[config.mk]
export PLATFORM = sky130hd
export DESIGN_NAME = dshpc_top
export DESIGN_NICKNAME = d
export VERILOG_FILES = /design/src/rtl/dshpc_oc_timer.v /design/src/rtl/dshpc_slot.v /design/src/rtl/dshpc_top.v
export VERILOG_INCLUDE_DIRS = /design/src /design/src/rtl
export SDC_FILE = /design/constraint.sdc
export NUM_CORES = 1
export LEC_CHECK = 0
export BUFFER_PORTS_ARGS = -buffer_cell sky130_fd_sc_hd__buf_2
export CAP_MARGIN = 10
export CORE_MARGIN = 4
export CORE_UTILIZATION = 58
export DETAILED_ROUTE_END_ITERATION = 10
export GPL_TIMING_DRIVEN = 0
export PLACE_DENSITY = 0.81
export SLEW_MARGIN = 20
export SYNTH_ARGS = -nofsm -noshare
export SYNTH_HDL_FRONTEND = slang
export SYNTH_SLANG_ARGS = --single-unit
[constraint.sdc]
create_clock -name pclk -period 2.9 [get_ports pclk]
set_clock_uncertainty 0.1 [all_clocks]
set_input_delay 0.29 -clock pclk [delete_from_list [all_inputs] [get_ports pclk]]
set_output_delay 0.29 -clock pclk [all_outputs]
set_load 0.01 [all_outputs]
[src/rtl/dshpc_consts.vh]
// Purpose: shared constants of the dual slot hot-plug fault control
// Assumes: APB byte addresses, 32-bit data, 25 MHz pclk
// Notes: definitions only
`ifndef DSHPC_CONSTS_VH
`define DSHPC_CONSTS_VH

// ****************************************
// Register byte offsets
// ****************************************
`define DSHPC_OFF_STAT_A 8'h00
`define DSHPC_OFF_STAT_B 8'h04
`define DSHPC_OFF_COMMON 8'h08
`define DSHPC_OFF_FILT_A 8'h0C
`define DSHPC_OFF_FILT_B 8'h10
`define DSHPC_OFF_ADDR 8'h14
`define DSHPC_OFF_EVT 8'h18
`define DSHPC_OFF_EVT_MSK 8'h1C

// ****************************************
// Fault status field layout
// ****************************************
`define DSHPC_FW 7
`define DSHPC_MW 6
`define DSHPC_FB_5V 0
`define DSHPC_FB_3V 1
`define DSHPC_FB_12V 2
`define DSHPC_FB_M12V 3
`define DSHPC_FB_UV 4
`define DSHPC_FB_OT 5
`define DSHPC_FB_AUX 6

// ****************************************
// Common status bits
// ****************************************
`define DSHPC_CS_MASK 3
`define DSHPC_CS_GPA 4
`define DSHPC_CS_GPB 5
`define DSHPC_CS_MASK_RST 1'b0

// ****************************************
// Filter time and strap base
// ****************************************
`define DSHPC_TW 16
`define DSHPC_CLK_MHZ 25
`define DSHPC_FILT_RST_US 10
`define DSHPC_FILT_RST_CYC (`DSHPC_FILT_RST_US * `DSHPC_CLK_MHZ)
// Arbitrary serial base address high part
`define DSHPC_SMB_BASE 5'h0A
// Straps show their pulled-up level until captured
`define DSHPC_STRAP_RST 2'b11

`endif

[src/rtl/dshpc_oc_timer.v]
// Purpose: current limit filter timer of one slot
// Assumes: limit input synchronous to pclk
// Notes: expiry is a level while the slot stays in limit
`timescale 1ns/1ns
`default_nettype none
`include "dshpc_consts.vh"

module dshpc_oc_timer (
    // Clock and reset
    input wire pclk,
    input wire presetn,
    // Limit state and filter length
    input wire in_limit,
    input wire [`DSHPC_TW-1:0] filt_cyc,
    // Breaker trip request
    output reg expired_r
);

    reg [`DSHPC_TW-1:0] cnt_r;
    wire [`DSHPC_TW:0] cnt_inc = {1'b0, cnt_r} + {{`DSHPC_TW{1'b0}}, 1'b1};
    wire sat = (cnt_r >= filt_cyc);

    // ****************************************
    // Count cycles spent in current limit
    // ****************************************
    always @(posedge pclk or negedge presetn) begin
        if (!presetn) begin
            cnt_r <= {`DSHPC_TW{1'b0}};
            expired_r <= 1'b0;
        end else begin
            cnt_r <= in_limit ? (sat ? cnt_r : cnt_inc[`DSHPC_TW-1:0]) : {`DSHPC_TW{1'b0}};
            expired_r <= in_limit & (cnt_inc >= {1'b0, filt_cyc});
        end
    end

endmodule
`default_nettype wire

[src/rtl/dshpc_slot.v]
// Purpose: enables, fault latches and fault pin of one slot
// Assumes: trip inputs are levels synchronous to pclk
// Notes: a new trip wins over the latch clear in the same cycle
`timescale 1ns/1ns
`default_nettype none
`include "dshpc_consts.vh"

module dshpc_slot (
    // Clock and reset
    input wire pclk,
    input wire presetn,
    // Enables
    input wire main_enable,
    input wire standby_rail_enable,
    // Fault causes
    input wire [`DSHPC_MW-1:0] main_trip,
    input wire aux_fault,
    // Switch controls
    output reg main_on_r,
    output reg aux_on_r,
    // Fault pin drive and new fault pulses
    output reg fault_drive_r,
    output reg [`DSHPC_FW-1:0] new_fault_r
);

    reg main_en_d_r;
    reg aux_en_d_r;
    reg [`DSHPC_MW-1:0] main_lat_r;
    reg aux_lat_r;

    // Edge detect on the enables
    wire main_rise = main_enable & ~main_en_d_r;
    wire aux_rise = standby_rail_enable & ~aux_en_d_r;

    // Latches clear on enable low, trips win
    wire [`DSHPC_MW-1:0] main_lat_nxt =
        main_trip | (main_enable ? main_lat_r : {`DSHPC_MW{1'b0}});
    wire aux_lat_nxt = aux_fault | (standby_rail_enable & aux_lat_r);
    wire main_flt = |main_lat_nxt;

    // ****************************************
    // Latches, switch state and fault pin
    // ****************************************
    always @(posedge pclk or negedge presetn) begin
        if (!presetn) begin
            main_en_d_r <= 1'b0;
            aux_en_d_r <= 1'b0;
            main_lat_r <= {`DSHPC_MW{1'b0}};
            aux_lat_r <= 1'b0;
            main_on_r <= 1'b0;
            aux_on_r <= 1'b0;
            fault_drive_r <= 1'b0;
            new_fault_r <= {`DSHPC_FW{1'b0}};
        end else begin
            main_en_d_r <= main_enable;
            aux_en_d_r <= standby_rail_enable;
            main_lat_r <= main_lat_nxt;
            aux_lat_r <= aux_lat_nxt;
            // Rise turns on, low or any fault of its own side turns off
            main_on_r <= main_enable & ~main_flt & (main_on_r | main_rise);
            aux_on_r <= standby_rail_enable & ~aux_lat_nxt & (aux_on_r | aux_rise);
            // Pin held until every faulted side is released
            fault_drive_r <= main_flt | aux_lat_nxt;
            new_fault_r <= {aux_lat_nxt & ~aux_lat_r, main_lat_nxt & ~main_lat_r};
        end
    end

endmodule
`default_nettype wire

[src/rtl/dshpc_top.v]
// Purpose: dual slot hot-plug fault control with APB registers
// Assumes: all inputs synchronous to pclk, APB zero wait state
// Notes: open-drain pins are given as output and enable pairs
`timescale 1ns/1ns
`default_nettype none
`include "dshpc_consts.vh"

module dshpc_top (
    // Clock and reset
    input wire pclk,
    input wire presetn,
    // APB slave
    input wire psel,
    input wire penable,
    input wire pwrite,
    input wire [7:0] paddr,
    input wire [31:0] pwdata,
    output reg [31:0] prdata,
    output wire pready,
    output wire pslverr,
    // Slot enables, index 0 is slot A
    input wire [1:0] main_enable,
    input wire [1:0] standby_rail_enable,
    // Analog fault indications per slot, overtemp shared by both slots
    input wire [1:0] curr_limit_5v,
    input wire [1:0] curr_limit_3v,
    input wire [1:0] overcurrent_12v,
    input wire [1:0] overcurrent_m12v,
    input wire [1:0] input_undervolt,
    input wire [1:0] aux_fault,
    input wire overtemp,
    // General inputs and address straps
    input wire general_input_a,
    input wire general_input_b,
    input wire addr_select_hi,
    input wire addr_select_lo,
    // Switch controls per slot
    output wire [1:0] main_gate_on,
    output wire [1:0] standby_rail_output,
    // Open-drain fault pins per slot
    output wire [1:0] fault_pin_o,
    output wire [1:0] fault_pin_oe,
    // Open-drain interrupt pin and level interrupt
    output wire int_pin_o,
    output reg int_pin_oe,
    output wire irq,
    // Serial management address
    output wire [6:0] smb_address
);

    // ****************************************
    // Declarations
    // ****************************************
    // Per slot buses, slot A in the low part
    wire [2*`DSHPC_FW-1:0] stat_w;
    wire [2*`DSHPC_TW-1:0] filt_w;
    wire [2*`DSHPC_FW-1:0] new_fault_w;
    wire [1:0] expired_w;
    wire [1:0] fault_drive_w;
    wire [1:0] evt_w;
    // Register state
    reg irq_mask_bit_r;
    reg [1:0] evt_msk_r;
    reg [1:0] addr_sel_r;
    reg strap_done_r;
    // Read path
    reg [31:0] rd_nxt;
    reg hit;

    // APB phase decode
    wire setup = psel & ~penable;
    wire access = psel & penable;
    wire wr = access & pwrite;
    wire rd_done = access & ~pwrite;

    // Register strobes, taken at the access edge
    wire wr_common = wr & (paddr == `DSHPC_OFF_COMMON);
    wire wr_evt_msk = wr & (paddr == `DSHPC_OFF_EVT_MSK);
    wire rd_evt = rd_done & (paddr == `DSHPC_OFF_EVT);

    // ****************************************
    // Bus handshake
    // ****************************************
    // Zero wait, read data registered in setup
    assign pready = 1'b1;
    // Unmapped offsets answer with an error
    assign pslverr = access & ~hit;

    // ****************************************
    // Open-drain pins
    // ****************************************
    // Pins only pulled low, enable carries the state
    // Released level comes from the external pull-up
    assign fault_pin_o = 2'b00;
    assign fault_pin_oe = fault_drive_w;
    assign int_pin_o = 1'b0;

    // ****************************************
    // Per slot logic
    // ****************************************
    // One copy per slot, index 0 is slot A
    genvar s;
    generate
        for (s = 0; s < 2; s = s + 1) begin : g_slot
            // Offsets and filter reset of this slot
            localparam [7:0] STAT_OFF = s ? `DSHPC_OFF_STAT_B : `DSHPC_OFF_STAT_A;
            localparam [7:0] FILT_OFF = s ? `DSHPC_OFF_FILT_B : `DSHPC_OFF_FILT_A;
            localparam [31:0] FILT_RST = `DSHPC_FILT_RST_CYC;
            reg [`DSHPC_FW-1:0] stat_r;
            reg [`DSHPC_TW-1:0] filt_r;
            reg evt_bit_r;
            wire [`DSHPC_MW-1:0] trip;
            // Filter runs while 5V or 3V is in limit
            wire in_limit = curr_limit_5v[s] | curr_limit_3v[s];
            wire [`DSHPC_FW-1:0] nf = new_fault_w[s*`DSHPC_FW +: `DSHPC_FW];
            wire echo = wr & (paddr == STAT_OFF);

            // Breaker trips of the main rails
            assign trip[`DSHPC_FB_5V] = expired_w[s] & curr_limit_5v[s];
            assign trip[`DSHPC_FB_3V] = expired_w[s] & curr_limit_3v[s];
            assign trip[`DSHPC_FB_12V] = overcurrent_12v[s];
            assign trip[`DSHPC_FB_M12V] = overcurrent_m12v[s];
            assign trip[`DSHPC_FB_UV] = input_undervolt[s];
            assign trip[`DSHPC_FB_OT] = overtemp;

            assign stat_w[s*`DSHPC_FW +: `DSHPC_FW] = stat_r;
            assign filt_w[s*`DSHPC_TW +: `DSHPC_TW] = filt_r;
            assign evt_w[s] = evt_bit_r;

            // Sticky fault status, set wins over echo clear
            always @(posedge pclk or negedge presetn) begin
                if (!presetn) begin
                    stat_r <= {`DSHPC_FW{1'b0}};
                end else begin
                    stat_r <= nf | (stat_r & ~(echo ? pwdata[`DSHPC_FW-1:0] :
                        {`DSHPC_FW{1'b0}}));
                end
            end

            // Event flag, a read clears only what it reported, new events win
            always @(posedge pclk or negedge presetn) begin
                if (!presetn) begin
                    evt_bit_r <= 1'b0;
                end else begin
                    evt_bit_r <= (|nf) | (evt_bit_r & ~(rd_evt & prdata[s]));
                end
            end

            // Filter time per slot, in pclk cycles
            always @(posedge pclk or negedge presetn) begin
                if (!presetn) begin
                    filt_r <= FILT_RST[`DSHPC_TW-1:0];
                end else if (wr & (paddr == FILT_OFF)) begin
                    filt_r <= pwdata[`DSHPC_TW-1:0];
                end
            end

            // Current limit filter timer
            dshpc_oc_timer u_timer (
                .pclk(pclk),
                .presetn(presetn),
                .in_limit(in_limit),
                .filt_cyc(filt_r),
                .expired_r(expired_w[s])
            );

            // Enables, latches and fault pin
            dshpc_slot u_slot (
                .pclk(pclk),
                .presetn(presetn),
                .main_enable(main_enable[s]),
                .standby_rail_enable(standby_rail_enable[s]),
                .main_trip(trip),
                .aux_fault(aux_fault[s]),
                .main_on_r(main_gate_on[s]),
                .aux_on_r(standby_rail_output[s]),
                .fault_drive_r(fault_drive_w[s]),
                .new_fault_r(new_fault_w[s*`DSHPC_FW +: `DSHPC_FW])
            );
        end
    endgenerate

    // ****************************************
    // Common status and event registers
    // ****************************************
    // Interrupt pin mask bit
    always @(posedge pclk or negedge presetn) begin
        if (!presetn) begin
            irq_mask_bit_r <= `DSHPC_CS_MASK_RST;
        end else if (wr_common) begin
            irq_mask_bit_r <= pwdata[`DSHPC_CS_MASK];
        end
    end

    // Event mask of the level interrupt
    always @(posedge pclk or negedge presetn) begin
        if (!presetn) begin
            evt_msk_r <= 2'b00;
        end else if (wr_evt_msk) begin
            evt_msk_r <= pwdata[1:0];
        end
    end

    // Level interrupt from unmasked slot events
    assign irq = |(evt_w & evt_msk_r);

    // ****************************************
    // Interrupt pin
    // ****************************************
    // Any sticky fault bit of either slot
    wire any_stat = |stat_w;

    // Pin follows sticky status unless masked
    always @(posedge pclk or negedge presetn) begin
        if (!presetn) begin
            int_pin_oe <= 1'b0;
        end else begin
            int_pin_oe <= ~irq_mask_bit_r & any_stat;
        end
    end

    // ****************************************
    // Address strap capture after reset release
    // ****************************************
    // Straps read once, a later change needs a reset
    always @(posedge pclk or negedge presetn) begin
        if (!presetn) begin
            addr_sel_r <= `DSHPC_STRAP_RST;
            strap_done_r <= 1'b0;
        end else if (!strap_done_r) begin
            addr_sel_r <= {addr_select_hi, addr_select_lo};
            strap_done_r <= 1'b1;
        end
    end

    assign smb_address = {`DSHPC_SMB_BASE, addr_sel_r};

    // ****************************************
    // Read multiplexer
    // ****************************************
    // Unused bits read as zero
    always @* begin
        rd_nxt = 32'h00000000;
        hit = 1'b1;
        case (paddr)
            `DSHPC_OFF_STAT_A: begin
                rd_nxt[`DSHPC_FW-1:0] = stat_w[`DSHPC_FW-1:0];
            end
            `DSHPC_OFF_STAT_B: begin
                rd_nxt[`DSHPC_FW-1:0] = stat_w[2*`DSHPC_FW-1:`DSHPC_FW];
            end
            `DSHPC_OFF_COMMON: begin
                rd_nxt[`DSHPC_CS_MASK] = irq_mask_bit_r;
                rd_nxt[`DSHPC_CS_GPA] = general_input_a;
                rd_nxt[`DSHPC_CS_GPB] = general_input_b;
            end
            `DSHPC_OFF_FILT_A: begin
                rd_nxt[`DSHPC_TW-1:0] = filt_w[`DSHPC_TW-1:0];
            end
            `DSHPC_OFF_FILT_B: begin
                rd_nxt[`DSHPC_TW-1:0] = filt_w[2*`DSHPC_TW-1:`DSHPC_TW];
            end
            `DSHPC_OFF_ADDR: begin
                rd_nxt[6:0] = smb_address;
            end
            `DSHPC_OFF_EVT: begin
                rd_nxt[1:0] = evt_w;
            end
            `DSHPC_OFF_EVT_MSK: begin
                rd_nxt[1:0] = evt_msk_r;
            end
            default: begin
                hit = 1'b0;
            end
        endcase
    end

    // Read data captured in the setup cycle
    always @(posedge pclk or negedge presetn) begin
        if (!presetn) begin
            prdata <= 32'h00000000;
        end else if (setup & ~pwrite) begin
            prdata <= rd_nxt;
        end
    end

endmodule
`default_nettype wire

==> impl_metrics.ini, run 1 <==
[status]
status = completed

[cells_and_area]
final_util = 0.713
antennaDiodeCount = 0
regArea_um2 = 3600
area_growth_pct = 18.8
final_area_um2 = 10000
n_fill_cell = 1014
multi_input_area_um2 = 4530
nets = 1112
layout-drive-gt1-share = 0.221

[die]
die-height_um = 129
io_pins = 118
initial_core_util = 0.600
die_area_um2 = 16500
core_area_um2 = 14000
chipWidth_um = 129
rows = 43

[pwr]
p_total_mw = 5.24
power.density_nw_per_um2 = 523
ir_worst_vdd_v = 0.000399
p_leak_nw = 5.00

[logic_synthesis]
yosys-top-cells-count = dfrtp_1 (129), nand2_1 (113), ha_1 (66)
yosysWarnings = 0
syn_area_per_cell_um2 = 9.98
yosys-top-cells-area = dfrtp_1 (38%), ha_1 (9.8%), nand2_1 (5.0%)
synthCells = 845
ys_seq_area_frac = 0.427
ys.flop_type = dfrtp_1
ys_types = 61
ys_ff_latch = 143
synth_top_area_share = 0.383
yosysMostFrequentCell = dfrtp_1
yosysTopAreaCell = dfrtp_1
synth_edf_count = 0
synthArstFlopShare = 1.00
syn_area_um2 = 8430

[sta]
max_slew.worst_pin.slew_ns = 0.801
finalMaxSlewViolations = 0
maxSlewHeadroom = 0.460
setup_viol = 0
layout_min_cycle_time_ns = 2.84
hold_violations = 0
finalSetupTns_ns = 0
fmax_ghz = 0.352
rsz0062_at_grt = yes
min_period_over_period = 0.981

[setup_path]
endpoint = g_slot[1].u_timer.expired_r
r2r_end = g_slot[1].u_timer.expired_r
r2r_slack_ns = 0.06
r2r-start = g_slot[1].u_timer.cnt_r[0]
max_stage_delay_ns = 0.43
worst-path-buf-inv = 0
rr_worst_depth = 10
critPathSlowestCell = dfrtp_2
worstSetupPathDepth = 10
arrival_ns = 3.00
path_common_cell = a21o_1
required_ns = 3.06
crit_path_start_kind = register
critPathMaxFanout = 6
end_kind = register
crit_chain = ha_4 > nand3_2 > nor2_2 > xor2_1 > ha_1 > a21o_1 > a21o_1 > a221o_1 > o21ai_0 > a41oi_2
crit_start = g_slot[1].u_timer.cnt_r[0]
cp_top_family = compound AO/OA/AOI/OAI gates
critical_path_class = reg -> reg

[clock_network]
clk_pin_slew_ns = 0.06
clock_sinks = 143
clk_latency_ns = 0.42
cts_tree = yes
root_buffer = clkbuf_16
clk_path_buf_depth = 2
numCtsBuffers = 17
cts_max_level = 4

[route]
top_layer = met4
wirelength_mm = 21.0
via_per_inst = 5.87
wl_met3_mm = 1.22
wl_met2_mm = 10.4
route.vias.total = 6891
drt_iter0_drc = 507
drt-met1-wl_mm = 8.86
ant_nets = 0
drc_errors = 0
wire_per_inst_um = 17.9
drt_first_pass_iters = 5

[placement]
portBuffers = 74
gp_congestion = 0.951
placed_area_um2 = 9150
dp_hpwl_mm = 15.1

[grt]
grt_pass1_wl_mm = 34.2
grt_overflow = 0
track_usage = 0.261
grt_pass1_vias = 6827
grt_max_degree = 82
antenna_found_initial = 0

[run]
maxCapViolCount = 0

[hold_path]
hp-class = in -> reg
worstHoldStart = pwdata[15]
min_path_cells = 3
## cells by family after synthesis
kind of cell    synth area share
simple gates               0.174
compound gates             0.149
flops                      0.427
buf+inv                   0.0595
fa+ha+maj                 0.0980
mux                       0.0631
xor+xnor                  0.0291
other cells             0.000891
## layout by cell type, fill, tap and decap left out, drive strengths merged, types with 10 or more instances in the layout
cell and instances:
a21o 38, a21oi 30, a221oi 12, a31oi 10, buf 120, clkbuf 39, conb 26, dfrtp 129
dfstp 14, dlygate4sd3 13, ha 66, inv 40, mux2 23, mux2i 19, nand2 113, nand2b 24
nand3 21, nand4 11, nor2 50, nor2b 11, nor4 15, o21ai 31, xnor2 14, xor2 14
## registers in the layout (all words and copies together) (netlist names), 12 cells and up
| register | cells |
|---|---|
| g_slot.u_slot.main_lat_r | 12 |
| g_slot.u_slot.new_fault_r | 14 |
| prdata | 16 |
| g_slot.u_timer.cnt_r | 32 |
| g_slot.filt_r | 32 |
| g_slot.stat_r | 14 |
## layer usage
metal | up-vias | GRT usage
met5 | - | 0
met4 | 0 | 0.0933
met3 | 59 | 0.0490
met2 | 238 | 0.441
met1 | 3336 | 0.338
li1 | 3258 | -
## power by group
group          switching (mW)  internal [mW]  total, mW
sequential              0.125           2.12       2.25
clock                   0.841           1.33       2.17
combinational           0.472          0.346      0.818
## cell type report
class / count / area share
flip-flops and latches: 143 / 0.360
well taps: 180 / 0.0225
repair buffers: 92 / 0.0567
inverters: 40 / 0.0150
plain buffers: 57 / 0.0352
clock buffers: 23 / 0.0477
multi-input cells: 629 / 0.452
clock inverters: 9 / 0.0109
## repair_timing
item,CTS,global route
gates cloned,0,0
gates resized for setup,12,15
pin swaps,0,5
buffers inserted,2,2
hold endpoints to repair,73,0
hold buffers,13,0
endpoints found under the setup margin,2,11
## how the worst min path moves through the flow
stage	endpoint	slack, ns
floorplan	evt_msk_r[0]	-0.11
global placement	g_slot[1].u_slot.new_fault_r[6]	0.31
global route	g_slot[0].filt_r[13]	0.008
finish	g_slot[0].filt_r[15]	0.008
CTS	addr_sel_r[1]	0.0004
detailed placement	g_slot[1].u_slot.main_on_r	0.16
## metrics by stage
step	setup WS [ns]	cells	hold WS, ns
2_1_floorplan	0.228	869	-0.106
3_3_place_gp	-0.525	1123	0.308
3_5_place_dp	-0.235	1124	0.161
4_1_cts	0.00306	1171	0.000378
5_1_grt	-0.0562	1173	0.00766
6_report	0.0557	1173	0.00757
## worst register-to-register path, stage by stage (launching register included)
cell and delay (ns):
dfrtp_2 0.43, ha_4 0.19, nand3_2 0.15, nor2_2 0.24, xor2_1 0.18, ha_1 0.26, a21o_1 0.18, a21o_1 0.19
a221o_1 0.37, o21ai_0 0.22, a41oi_2 0.17
No activity file was read; power rests on OpenSTA's default activity.
==> run 2, diff against run 1 <==
--- a/config.mk
+++ b/config.mk
@@ -7,8 +7,7 @@
 export NUM_CORES = 1
 export LEC_CHECK = 0
 export BUFFER_PORTS_ARGS = -buffer_cell sky130_fd_sc_hd__buf_2
-export CAP_MARGIN = 10
-export CORE_MARGIN = 4
+export CAP_MARGIN = 20
 export CORE_UTILIZATION = 58
 export DETAILED_ROUTE_END_ITERATION = 10
 export GPL_TIMING_DRIVEN = 0
@@ -17,3 +16,4 @@
 export SYNTH_ARGS = -nofsm -noshare
 export SYNTH_HDL_FRONTEND = slang
 export SYNTH_SLANG_ARGS = --single-unit
+export TNS_END_PERCENT = 20
==> run 2 against run 1 <==
Maximum frequency up 0.22%. Critical path depth unchanged. First-iteration DRC count shrank 14%. Final cell count is 0.17% higher. Via count decreased by 0.84%. Largest power group is now the clock network. Non-clock buffer count rose by 2. Combinational power fell by 1%. Die area fell by 9.1%. Power is 2.3% higher. Sequential cell count did not move. Setup slack improved by 0.0063 ns. Largest cell class unchanged. Sequential share of layout area decreased by 0.24 points.
==> impl_metrics.ini, run 2 (same netlist as run 1, synthesis figures left out) <==
[status]
status = completed

[route]
drc_errors = 0
wirelength_mm = 20.3
ant_nets = 0
drt_first_pass_iters = 5
wire_per_inst_um = 17.2
via_per_inst = 5.82
route.vias.total = 6833
drt_iter0_drc = 437

[sta]
hold_violations = 0
setup_ws_ns = 0.0620
rsz0062_at_grt = yes
max_slew.worst_pin.slew_ns = 0.643
layout_min_cycle_time_ns = 2.84
maxSlewHeadroom = 0.560
fmax_ghz = 0.352
min_period_over_period = 0.979
finalMaxSlewViolations = 0
setup_viol = 0

[grt]
antenna_found_initial = 0
track_usage = 0.288
grt_pass1_vias = 6688
grt_max_degree = 78
grt_overflow = 0
grt_pass1_wl_mm = 33.1

[placement]
preCtsSetupSlack_ns = -0.329
gp_congestion = 0.911
dp_hpwl_mm = 15.0
dp_cells = 1124
portBuffers = 74

[setup_path]
critPathMaxFanout = 6
critPathSlowestCell = or4_4
crit_path_start_kind = register
required_ns = 3.07
cp_top_family = simple AND/OR/NAND/NOR gates
max_stage_delay_ns = 0.57
crit_chain = ha_4 > nand3_2 > or4_4 > xnor2_1 > ha_1 > a21o_1 > a21o_1 > a21oi_1 > or2_2 > a41oi_2
worst-path-buf-inv = 0
arrival_ns = 3.01
critical_path_class = reg -> reg
path_common_cell = a21o_1
end_kind = register

[cells_and_area]
n_fill_cell = 1031
nets = 1114
antennaDiodeCount = 0
largest_registers = g_slot.filt_r: 32 flops, g_slot.u_timer.cnt_r: 32 flops, prdata: 16 flops
layout_common_cells = dfrtp_1 (123), nand2_1 (113), buf_2 (81)
area_growth_pct = 19.7
fin_cells = 1175
layout-drive-gt1-share = 0.223
mostFrequentLayoutCell = dfrtp_1

[die]
chipWidth_um = 123
rows = 43
initial_core_util = 0.600
io_pins = 118
core_area_um2 = 14000
die_area_um2 = 15000
die-height_um = 123

[clock_network]
clk_pin_slew_ns = 0.06
clk_latency_ns = 0.43
cts_tree = yes
root_buffer = clkbuf_16
clk_path_buf_depth = 2
cts_max_level = 4
clock_sinks = 143
numCtsBuffers = 17

[pwr]
power.density_nw_per_um2 = 532
p_leak_nw = 5.03
ir_worst_vdd_v = 0.000433

[run]
maxCapViolCount = 0

[hold_path]
hp-class = in -> reg
## run 2: path summary, 6_finish.rpt
kind                                                      from                              end  slack (ns)  cells after the start
worst max register to register      g_slot[1].u_timer.cnt_r[0]      g_slot[1].u_timer.expired_r        0.06                     10
worst max-delay path                g_slot[1].u_timer.cnt_r[0]      g_slot[1].u_timer.expired_r        0.06                     10
worst min register to register  g_slot[0].u_slot.main_lat_r[5]  g_slot[0].u_slot.new_fault_r[5]        0.32                      1
max in group asynchronous                              presetn              g_slot[1].filt_r[7]        1.63                      3
worst min-delay path                                pwdata[14]             g_slot[0].filt_r[14]        0.02                      3
min in group asynchronous                              presetn   g_slot[1].u_slot.main_lat_r[3]        0.30                      2
## run 2: report_power, final
group / switching [mW] / leakage, nW / total [mW] / internal, mW
clock network: 0.878 / 0.303 / 2.30 / 1.43
registers: 0.127 / 1.72 / 2.25 / 2.13
logic: 0.464 / 3.01 / 0.809 / 0.345
## run 2: worst reg2reg max path, stage by stage, from the launching register on
cell	delay, ns
dfrtp_2	0.43
ha_4	0.18
nand3_2	0.17
or4_4	0.57
xnor2_1	0.15
ha_1	0.30
a21o_1	0.18
a21o_1	0.18
a21oi_1	0.14
or2_2	0.13
a41oi_2	0.16
## run 2: cell type report
type,count,area [µm²],area share
Tap cell,180,225,0.0223
Inverter,40,150,0.0149
Multi-Input combinational cell,629,4540,0.450
Clock buffer,20,467,0.0463
Timing Repair Buffer,94,593,0.0588
Buffer,57,354,0.0351
Clock inverter,12,159,0.0158
Sequential cell,143,3600,0.357
## run 2: metal layers
metal / GRT usage / share of wire / wire length (µm) / vias up
met5: 0 / 0 / 0 / -
met4: 0.114 / 0.028 / 562 / 0
met3: 0.0581 / 0.052 / 1060 / 49
met2: 0.469 / 0.49 / 9830 / 210
met1: 0.377 / 0.43 / 8800 / 3304
li1: - / - / - / 3270
## run 2: repair_timing
item | in CTS | in global routing
pin swaps | 1 | 5
endpoints found under the setup margin | 2 | 12
endpoints found under the hold margin | 81 | 0
hold buffers | 17 | 0
setup buffers | 0 | 2
resized for setup | 14 | 16
## run 2: stage by stage
stage               power (mW)  hold slack (ns)   util  area, µm²  TNS [ns]
floorplan                 2.72           -0.106      -       8520         0
global placement          2.98            0.307  0.649       9120    -66.83
detailed placement        3.01            0.171  0.652       9150    -0.567
CTS                       5.35          0.00652  0.714      10000         0
global route              5.58           0.0121  0.718      10100   -0.0437
finish                    5.36           0.0236  0.718      10100         0
